File: src/rtl/brs_defs.vh
// Constants for the brown-out reset sequencer: offsets, fields, resets, times.
`ifndef BRS_DEFS_VH
`define BRS_DEFS_VH

// ****************************************************************
// Timing
// ****************************************************************
`define BRS_CLK_MHZ       125
`define BRS_TICK_NS       1000
`define BRS_POWERUP_TIMER_US       72000
`define BRS_FILT_US       100
`define BRS_OST_PERIODS   1024

// ****************************************************************
// Register byte addresses
// ****************************************************************
`define BRS_A_CONFIG      8'h00
`define BRS_A_POWER_CONTROL_STATUS        8'h04
`define BRS_A_STATUS      8'h08
`define BRS_A_IRQSTAT     8'h0c
`define BRS_A_IRQMASK     8'h10
`define BRS_A_DEFAULTS    8'h14
`define BRS_A_PERIOD      8'h18
`define BRS_A_SEQ         8'h1c

// ****************************************************************
// Fields and reset values
// ****************************************************************
`define BRS_POWER_CONTROL_STATUS_BOR      0
`define BRS_POWER_CONTROL_STATUS_POR      1
`define BRS_POWER_CONTROL_STATUS_OSCF     3
`define BRS_EV_BOR        0
`define BRS_EV_POR        1
`define BRS_EV_EXTERNAL_RESET_PIN_N       2
`define BRS_EV_WDT        3
`define BRS_EV_WAKE       4
`define BRS_CONFIG_RST    7'h14
`define BRS_DEFAULTS_RST  32'hf0ffffff
`define BRS_PERIOD_RST    8'hff
`define BRS_ST_POR        5'h03
`define BRS_ST_WDTRST     5'h01
`define BRS_ST_MCLRSLP    5'h02
`define BRS_PC_VECTOR     13'h0004
`define BRS_PC_RESET      13'h0000

`endif

File: src/rtl/brs_sequencer.v
// Brown-out, power-up and start-up reset sequencer with a Wishbone slave.
`timescale 1ns/100ps
`include "brs_defs.vh"

module brs_sequencer #(
  parameter POWERUP_TIMER_TICKS = `BRS_POWERUP_TIMER_US * 1000 / `BRS_TICK_NS,
  parameter FILT_TICKS = `BRS_FILT_US * 1000 / `BRS_TICK_NS
) (
  // Clock and reset
  input  wire        clock,
  input  wire        rst_n,
  // Wishbone slave
  input  wire        wb_cyc_i,
  input  wire        wb_stb_i,
  input  wire        wb_we_i,
  input  wire [7:0]  wb_adr_i,
  input  wire [3:0]  wb_sel_i,
  input  wire [31:0] wb_dat_i,
  output reg  [31:0] wb_dat_o,
  output reg         wb_ack_o,
  // Asynchronous inputs from pins and detectors
  input  wire        porPulse,
  input  wire        supplyLow,
  input  wire        external_reset_pin_n,
  input  wire        oscClk,
  // Core signals on this clock
  input  wire        cpuSleep,
  input  wire        wdtTimeout,
  input  wire        wakeIrq,
  input  wire        global_irq_enable,
  input  wire [12:0] cpuPc,
  // Sequencer outputs
  output reg         coreReset_n_r,
  output reg         coreRun_r,
  output reg         pcLoad_r,
  output reg  [12:0] pcValue_r,
  output reg  [6:0]  config_r,
  output reg  [31:0] defaults_r,
  output reg  [7:0]  period_r,
  output reg         irq_r
);

  // ****************************************************************
  // Constants
  // ****************************************************************
  localparam [2:0] ST_IDLE = 3'd0;
  localparam [2:0] ST_POWERUP_TIMER = 3'd1;
  localparam [2:0] ST_OST  = 3'd2;
  localparam [2:0] ST_BOR  = 3'd3;
  localparam [2:0] ST_HOLD = 3'd4;
  localparam [2:0] ST_RUN  = 3'd5;

  localparam integer TICK_CYC = `BRS_TICK_NS * `BRS_CLK_MHZ / 1000;
  localparam integer TICK_M1  = TICK_CYC - 1;
  localparam integer POWERUP_TIMER_M1  = POWERUP_TIMER_TICKS - 1;
  localparam integer FILT_I   = FILT_TICKS;
  localparam integer OST_M1   = `BRS_OST_PERIODS - 1;
  localparam [6:0]  TICK_LIM = TICK_M1[6:0];
  localparam [19:0] POWERUP_TIMER_LIM = POWERUP_TIMER_M1[19:0];
  localparam [19:0] FILT_LIM = FILT_I[19:0];
  localparam [19:0] OST_LIM  = OST_M1[19:0];

  // Low power, plain and fast crystal modes are codes 0 to 2.
  function isCrystal;
    input [2:0] mode;
    begin
      isCrystal = (mode < 3'd3);
    end
  endfunction

  function [7:0] laneMerge;
    input [7:0] oldVal;
    input [7:0] newVal;
    input       en;
    begin
      laneMerge = en ? newVal : oldVal;
    end
  endfunction

  // ****************************************************************
  // Synchronisers and slow tick
  // ****************************************************************
  reg  [3:0]  syncA_r;
  reg  [3:0]  syncB_r;
  reg  [3:0]  syncC_r;
  reg  [3:0]  lvl_r;
  reg         oscPrev_r;
  reg         porPrev_r;
  reg         sleepPrev_r;
  reg  [6:0]  tickCnt_r;
  reg         tick_r;

  wire [3:0]  rawIn = {oscClk, external_reset_pin_n, supplyLow, porPulse};

  // A change counts only once the second and third stages agree.
  always @(posedge clock or negedge rst_n)
  begin
    if (!rst_n)
    begin
      syncA_r   <= 4'h4;
      syncB_r   <= 4'h4;
      syncC_r   <= 4'h4;
      lvl_r     <= 4'h4;
      tickCnt_r <= 7'h00;
      tick_r    <= 1'b0;
    end
    else
    begin
      syncA_r <= rawIn;
      syncB_r <= syncA_r;
      syncC_r <= syncB_r;
      lvl_r   <= (syncB_r & syncC_r) | (lvl_r & (syncB_r | syncC_r));
      // Stand-in for the internal RC so the power-up timer and filter never depend on oscClk.
      tick_r  <= (tickCnt_r == TICK_LIM);
      if (tickCnt_r == TICK_LIM)
        tickCnt_r <= 7'h00;
      else
        tickCnt_r <= tickCnt_r + 7'h01;
    end
  end

  wire brownout_enable    = config_r[2];
  wire pwrtOn   = ~config_r[3];
  wire xtal     = isCrystal(config_r[6:4]);
  wire porRise  = lvl_r[0] & ~porPrev_r;
  wire lowLvl   = lvl_r[1] & brownout_enable;
  wire pinHigh  = lvl_r[2];
  wire oscRise  = lvl_r[3] & ~oscPrev_r;
  wire sleepRise = cpuSleep & ~sleepPrev_r;

  // ****************************************************************
  // Sequencer
  // ****************************************************************
  reg  [2:0]  st_r;
  reg  [19:0] cnt_r;
  reg  [19:0] filtCnt_r;
  reg         wakeSeq_r;
  reg  [2:0]  stNxt;
  reg  [4:0]  cause;
  reg         wakeNxt;

  wire filtTrip = lowLvl & tick_r & (filtCnt_r == FILT_LIM);

  always @*
  begin
    stNxt   = st_r;
    cause   = 5'h00;
    wakeNxt = wakeSeq_r;
    if (porRise)
    begin
      cause[`BRS_EV_POR] = 1'b1;
      wakeNxt = 1'b0;
      if (pwrtOn)
        stNxt = ST_POWERUP_TIMER;
      else if (xtal)
        stNxt = ST_OST;
      else
        stNxt = ST_HOLD;
    end
    else if (st_r == ST_BOR)
    begin
      if (!lowLvl)
        stNxt = ST_POWERUP_TIMER;
    end
    else if (st_r == ST_POWERUP_TIMER && lowLvl)
      stNxt = ST_BOR;
    else if (filtTrip && st_r != ST_IDLE)
    begin
      cause[`BRS_EV_BOR] = 1'b1;
      wakeNxt = 1'b0;
      stNxt = ST_BOR;
    end
    else
    begin
      case (st_r)
        ST_POWERUP_TIMER:
          if (tick_r && cnt_r == POWERUP_TIMER_LIM)
            stNxt = xtal ? ST_OST : ST_HOLD;
        ST_OST:
          if (oscRise && cnt_r == OST_LIM)
          begin
            stNxt = wakeSeq_r ? ST_RUN : ST_HOLD;
            wakeNxt = 1'b0;
          end
        ST_HOLD:
          if (pinHigh)
            stNxt = ST_RUN;
        ST_RUN:
          if (!pinHigh)
          begin
            cause[`BRS_EV_EXTERNAL_RESET_PIN_N] = 1'b1;
            stNxt = ST_HOLD;
          end
          else if (wdtTimeout && !cpuSleep)
          begin
            cause[`BRS_EV_WDT] = 1'b1;
            stNxt = ST_HOLD;
          end
          else if (cpuSleep && (wdtTimeout || wakeIrq))
          begin
            cause[`BRS_EV_WAKE] = 1'b1;
            if (xtal)
            begin
              stNxt = ST_OST;
              wakeNxt = 1'b1;
            end
          end
        default:
          stNxt = st_r;
      endcase
    end
  end

  wire resetCls = |cause[3:0];
  wire wbTake   = wb_cyc_i & wb_stb_i & ~wb_ack_o;
  wire wbWr     = wbTake & wb_we_i;
  wire rdClr    = wbTake & ~wb_we_i & (wb_adr_i == `BRS_A_IRQSTAT);

  reg  [3:0]  power_control_status_r;
  reg  [4:0]  statusHi_r;
  reg  [4:0]  irqStat_r;
  reg  [4:0]  irqMask_r;

  always @(posedge clock or negedge rst_n)
  begin
    if (!rst_n)
    begin
      st_r          <= ST_IDLE;
      cnt_r         <= 20'h00000;
      filtCnt_r     <= 20'h00000;
      wakeSeq_r     <= 1'b0;
      oscPrev_r     <= 1'b0;
      porPrev_r     <= 1'b0;
      sleepPrev_r   <= 1'b0;
      coreReset_n_r <= 1'b0;
      coreRun_r     <= 1'b0;
      pcLoad_r      <= 1'b0;
      pcValue_r     <= `BRS_PC_RESET;
      power_control_status_r        <= 4'h8;
      statusHi_r    <= `BRS_ST_POR;
      defaults_r    <= `BRS_DEFAULTS_RST;
      period_r      <= `BRS_PERIOD_RST;
      irqStat_r     <= 5'h00;
      irq_r         <= 1'b0;
    end
    else
    begin
      st_r        <= stNxt;
      wakeSeq_r   <= wakeNxt;
      oscPrev_r   <= lvl_r[3];
      porPrev_r   <= lvl_r[0];
      sleepPrev_r <= cpuSleep;
      pcLoad_r    <= 1'b0;
      coreRun_r   <= (stNxt == ST_RUN);
      coreReset_n_r <= (stNxt == ST_RUN) || (stNxt == ST_OST && wakeNxt);
      if (stNxt != st_r)
        cnt_r <= 20'h00000;
      else if ((st_r == ST_POWERUP_TIMER && tick_r) || (st_r == ST_OST && oscRise))
        cnt_r <= cnt_r + 20'h00001;
      // The filter restarts on every return above the trip level.
      if (!lowLvl || st_r == ST_BOR || st_r == ST_POWERUP_TIMER || st_r == ST_IDLE)
        filtCnt_r <= 20'h00000;
      else if (tick_r && filtCnt_r != FILT_LIM)
        filtCnt_r <= filtCnt_r + 20'h00001;
      if (sleepRise && st_r == ST_RUN)
        statusHi_r[1:0] <= 2'b10;
      // Software writes come first so a same-cycle cause overrides them.
      if (wbWr && wb_adr_i == `BRS_A_POWER_CONTROL_STATUS && wb_sel_i[0])
      begin
        power_control_status_r[`BRS_POWER_CONTROL_STATUS_BOR]  <= wb_dat_i[0];
        power_control_status_r[`BRS_POWER_CONTROL_STATUS_POR]  <= wb_dat_i[1];
        power_control_status_r[`BRS_POWER_CONTROL_STATUS_OSCF] <= wb_dat_i[3];
      end
      if (wbWr && wb_adr_i == `BRS_A_DEFAULTS)
      begin
        defaults_r[7:0]   <= laneMerge(defaults_r[7:0], wb_dat_i[7:0],
                                       wb_sel_i[0]);
        defaults_r[15:8]  <= laneMerge(defaults_r[15:8], wb_dat_i[15:8],
                                       wb_sel_i[1]);
        defaults_r[23:16] <= laneMerge(defaults_r[23:16], wb_dat_i[23:16],
                                       wb_sel_i[2]);
        defaults_r[31:24] <= laneMerge(defaults_r[31:24], wb_dat_i[31:24],
                                       wb_sel_i[3]);
      end
      if (wbWr && wb_adr_i == `BRS_A_PERIOD && wb_sel_i[0])
        period_r <= wb_dat_i[7:0];
      if (cause[`BRS_EV_POR])
      begin
        statusHi_r <= `BRS_ST_POR;
        power_control_status_r[`BRS_POWER_CONTROL_STATUS_POR] <= 1'b0;
      end
      if (cause[`BRS_EV_BOR])
      begin
        statusHi_r <= `BRS_ST_POR;
        power_control_status_r[`BRS_POWER_CONTROL_STATUS_BOR] <= 1'b0;
      end
      if (cause[`BRS_EV_EXTERNAL_RESET_PIN_N])
      begin
        if (cpuSleep)
          statusHi_r <= `BRS_ST_MCLRSLP;
        else
          statusHi_r[4:2] <= 3'b000;
      end
      if (cause[`BRS_EV_WDT])
        statusHi_r <= `BRS_ST_WDTRST;
      if (resetCls)
      begin
        power_control_status_r[`BRS_POWER_CONTROL_STATUS_OSCF] <= 1'b1;
        defaults_r <= `BRS_DEFAULTS_RST;
        pcValue_r  <= `BRS_PC_RESET;
        pcLoad_r   <= 1'b1;
      end
      if (cause[`BRS_EV_WAKE])
      begin
        pcLoad_r <= 1'b1;
        if (wdtTimeout)
        begin
          statusHi_r[1:0] <= 2'b00;
          pcValue_r <= cpuPc + 13'h0001;
        end
        else
        begin
          statusHi_r[1:0] <= 2'b10;
          pcValue_r <= global_irq_enable ? `BRS_PC_VECTOR
                                         : cpuPc + 13'h0001;
        end
      end
      if (resetCls || cause[`BRS_EV_WAKE])
        period_r <= `BRS_PERIOD_RST;
      irqStat_r <= (rdClr ? 5'h00 : irqStat_r) | cause;
      irq_r     <= |(((rdClr ? 5'h00 : irqStat_r) | cause) & irqMask_r);
    end
  end

  // ****************************************************************
  // Wishbone slave
  // ****************************************************************
  always @(posedge clock or negedge rst_n)
  begin
    if (!rst_n)
    begin
      wb_ack_o  <= 1'b0;
      wb_dat_o  <= 32'h00000000;
      config_r  <= `BRS_CONFIG_RST;
      irqMask_r <= 5'h00;
    end
    else
    begin
      wb_ack_o <= wbTake;
      if (wbWr && wb_sel_i[0])
      begin
        if (wb_adr_i == `BRS_A_CONFIG)
          config_r <= wb_dat_i[6:0];
        else if (wb_adr_i == `BRS_A_IRQMASK)
          irqMask_r <= wb_dat_i[4:0];
      end
      if (wbTake && !wb_we_i)
      begin
        if (wb_adr_i == `BRS_A_CONFIG)
          wb_dat_o <= {25'h0, config_r};
        else if (wb_adr_i == `BRS_A_POWER_CONTROL_STATUS)
          wb_dat_o <= {28'h0, power_control_status_r[3], 1'b0, power_control_status_r[1:0]};
        else if (wb_adr_i == `BRS_A_STATUS)
          wb_dat_o <= {24'h0, statusHi_r, 3'b000};
        else if (wb_adr_i == `BRS_A_IRQSTAT)
          wb_dat_o <= {27'h0, irqStat_r};
        else if (wb_adr_i == `BRS_A_IRQMASK)
          wb_dat_o <= {27'h0, irqMask_r};
        else if (wb_adr_i == `BRS_A_DEFAULTS)
          wb_dat_o <= defaults_r;
        else if (wb_adr_i == `BRS_A_PERIOD)
          wb_dat_o <= {24'h0, period_r};
        else if (wb_adr_i == `BRS_A_SEQ)
          wb_dat_o <= {29'h0, st_r};
        else
          wb_dat_o <= 32'h00000000;
      end
    end
  end

endmodule // brs_sequencer

File: config.mk
export PLATFORM = sky130hd
export DESIGN_NAME = brs_sequencer
export DESIGN_NICKNAME = d
export VERILOG_FILES = /design/src/rtl/brs_sequencer.v
export VERILOG_INCLUDE_DIRS = /design/src /design/src/rtl
export SDC_FILE = /design/constraint.sdc
export NUM_CORES = 1
export LEC_CHECK = 0
export BUFFER_PORTS_ARGS = -buffer_cell sky130_fd_sc_hd__buf_2
export CAP_MARGIN = 20
export CORE_UTILIZATION = 55
export CTS_CLUSTER_DIAMETER = 150
export DETAILED_ROUTE_END_ITERATION = 8
export HOLD_SLACK_MARGIN = 0.15
export PLACE_DENSITY = 0.88
export SETUP_SLACK_MARGIN = 0.4
export SYNTH_ARGS = -nofsm -noshare
export SYNTH_HDL_FRONTEND = slang
export SYNTH_SLANG_ARGS = --single-unit
File: constraint.sdc
create_clock -name clock -period 3.55 [get_ports clock]
set_input_delay 0.5325 -clock clock [delete_from_list [all_inputs] [get_ports clock]]
set_output_delay 0.5325 -clock clock [all_outputs]
set_load 0.05 [all_outputs]
==> run_results.csv <==
group,metric,value,unit
synthesis,synth_top_cells_by_count,"138 x dfrtp_1, 115 x nand2_1, 61 x nand3_1",
placement,dp_hpwl,15500,µm
global_route,antenna_found_initial,0,
synthesis,ys.flop_type,"dfrtp_1",
global_route,grt_overflow_total,0,
synthesis,synth.most_common_cell,"dfrtp_1",
min_path,hold_path.class,"primary input to register",
synthesis,syn_inst,797,
timing,drv_slew,0,
setup_path,max_stage_delay,0.54,ns
route,postRouteAntennaNets,0,
final_layout,final_layout_size_suffix_gt1_share,32.8,%
route,via_per_inst,5.84,
clock_tree,cts_setup_buffers,0,
clock_tree,htree_num_levels,4,
route,drt_pass1_iterations,5,
clock_tree,cts_tree,"built",
timing,min_period,2.85,ns
synthesis,synth.area.top_cells,"dfrtp_1 40%, dfstp_2 14%, nand2_1 5.0%",
placement,place_inst,1152,
floorplanning,dieHeight,127,µm
route,vias,6923,
final_layout,layout.nets,1037,
route,drt_iter0_markers,441,
timing,finalSetupTns,0,ns
global_route,first_global_vias,6899,
route,drc_errors,0,
placement,postPlaceCellArea,0.00969,mm²
final_layout,area_growth,19.4,%
final_layout,finalNonFillerCells,1185,
timing,hold_viol_final,0,
run,maxCapViolCount,0,
timing,finalSetupViolCount,0,
setup_path,critPathMaxFanout,20,
floorplanning,io_pins,167,
run_status,status,"finished clean",
placement,gp_congestion,0.920,
final_layout,post-route-cell-area,0.0103,mm²
timing,rsz0062_at_grt,"no",
setup_path,cp.arrival,3.15,ns
final_layout,post-route-util,67.7,%
synthesis,synth_area_leader_cell,"dfrtp_1",
pwr,power_leakage,4.84,nW
synthesis,synth_top_area_share,39.9,%
pwr,max-vdd-ir-drop,0.368,mV
synthesis,avgSynthCellArea,10.9,µm²
route,routedWlPerCell,18.1,µm
synthesis,syn_nets,873,
timing,tightest_slew,0.896,ns
global_route,grt_start_max_net_pins,79,
clock_tree,clock-sinks,183,
global_route,grt_pass1_wl,35200,µm
pwr,powerDensity,510,mW/mm²
clock_tree,cts_buffers,17,
floorplanning,die_x,127,µm
synthesis,ys_async_sr_fraction,100,%
setup_path,worstPathCellList,"ha_1 > or4b_1 > nor3_1 > and2_2 > o32ai_1 > o22ai_2 > mux2i_2 > buf_4 > nor3_2",
timing,post-route-period-util,80.2,%
floorplanning,start_util,56.7,%
floorplanning,die_area,0.0162,mm²
synthesis,ys_ff_latch,183,
clock_tree,clk_latency,0.43,ns
synthesis,ys_warn_count,0,
floorplanning,core_area,0.0153,mm²
synthesis,syn_area,0.00865,mm²
placement,portBuffers,166,
clock_tree,clockBufferDepth,2,
synthesis,synth-edff-count,0,
route,totalWireLength,21500,µm
clock_tree,path_clk_slew,0.07,ns
floorplanning,std_cell_rows,45,
clock_tree,cts_root_buffer,"clkbuf_16",
setup_path,cp_slowest_cell,"or4b_1",
setup_path,crit_type,"register to register",
setup_path,crit_required,3.85,ns
min_path,holdPathStages,1,
synthesis,yosysSeqAreaShare,53.6,%
clock_tree,cts_resized,0,
clock_tree,cts-hold-fix-buffers,1,
timing,slew_headroom,39.9,%
final_layout,num_antenna_cells,0,
synthesis,yosysUniqueCellTypes,78,
setup_path,cp-start-kind,"register",
timing,skew,0.0107,ns
timing,clock.fmax,0.351,GHz
global_route,track_usage,27.9,%
setup_path,rr_worst_depth,9,
setup_path,worstSetupEndpointType,"register",
## stage by stage
stage	hold WS (ns)	power, mW	worst slack, ns
2_1_floorplan	0.237	3.05	1.13
3_3_place_gp	0.335	3.30	0.811
3_5_place_dp	0.349	3.31	0.736
4_1_cts	0.182	5.29	0.705
5_1_grt	0.179	5.47	0.530
6_report	0.197	5.26	0.704
## layout by cell type, fill, tap and decap left out, types with 19 or more instances in the layout
cell type	instances
xor2_1	34
dfrtp_1	138
dfstp_2	45
nand3_1	61
a22o_1	38
nor2_1	43
mux2i_1	19
buf_2	165
nor3_2	23
nand2_1	115
## where the power goes
part           switching, mW  internal, mW
clock network          0.894          1.08
registers             0.0736          2.19
logic                  0.716         0.311
total                   1.68          3.58
## critical path: cells and delay by family, from the launching register on
family          cells  cell delay, ns
simple gates        4            1.09
flops               1            0.42
compound gates      2            0.35
buf+inv             1            0.35
fa+ha+maj           1            0.26
mux                 1            0.24
## final cells by class
cell class	instances	area (µm²)
multi-input cells	567	3800
clock inverters	15	203
fillers	1121	4930
well taps	211	264
inverters	8	30.0
clock buffers	17	425
flip-flops and latches	183	4640
repair buffers	184	975
## state kept, by name (all words and copies together), names as in the netlist, 3 cells and up
| signal | cells |
|---|---|
| syncC_r | 4 |
| syncB_r | 4 |
| power_control_status_r | 3 |
| st_r | 3 |
| irqMask_r | 5 |
| tickCnt_r | 7 |
| syncA_r | 4 |
| filtCnt_r | 20 |
| lvl_r | 4 |
| pcValue_r | 13 |
| period_r | 8 |
| cnt_r | 20 |
| wb_dat_o | 32 |
| irqStat_r | 5 |
| defaults_r | 32 |
| config_r | 7 |
## path summary, 6_finish.rpt
| check | start | to | slack, ns |
|---|---|---|---|
| worst max-delay path | cnt_r[0] | cnt_r[18] | 0.70 |
| worst min-delay path | external_reset_pin_n | syncA_r[2] | 0.20 |
| worst max register to register | cnt_r[0] | cnt_r[18] | 0.70 |
| worst min register to register | syncA_r[2] | syncB_r[2] | 0.36 |
| max in group asynchronous | rst_n | defaults_r[20] | 1.95 |
| min in group asynchronous | rst_n | lvl_r[1] | 0.70 |
## cells by family after synthesis
| family | synth area share, % |
|---|---|
| and+or+nand+nor | 23.3 |
| DFF | 53.6 |
| AOI/OAI and AO/OA | 9.07 |
| xor gates and xnor gates | 5.16 |
| buffers and inverters | 2.60 |
| muxes | 4.92 |
| adders and majority gates | 1.33 |
## per-layer routing
metal,track usage (%),wire (µm),part of all wire (%)
met5,0,0,0
met3,6.83,1390,6.5
met2,45.2,10500,49
met1,35.5,8810,41
met4,12.7,726,3.4
No activity file was read; power rests on OpenSTA's default activity.
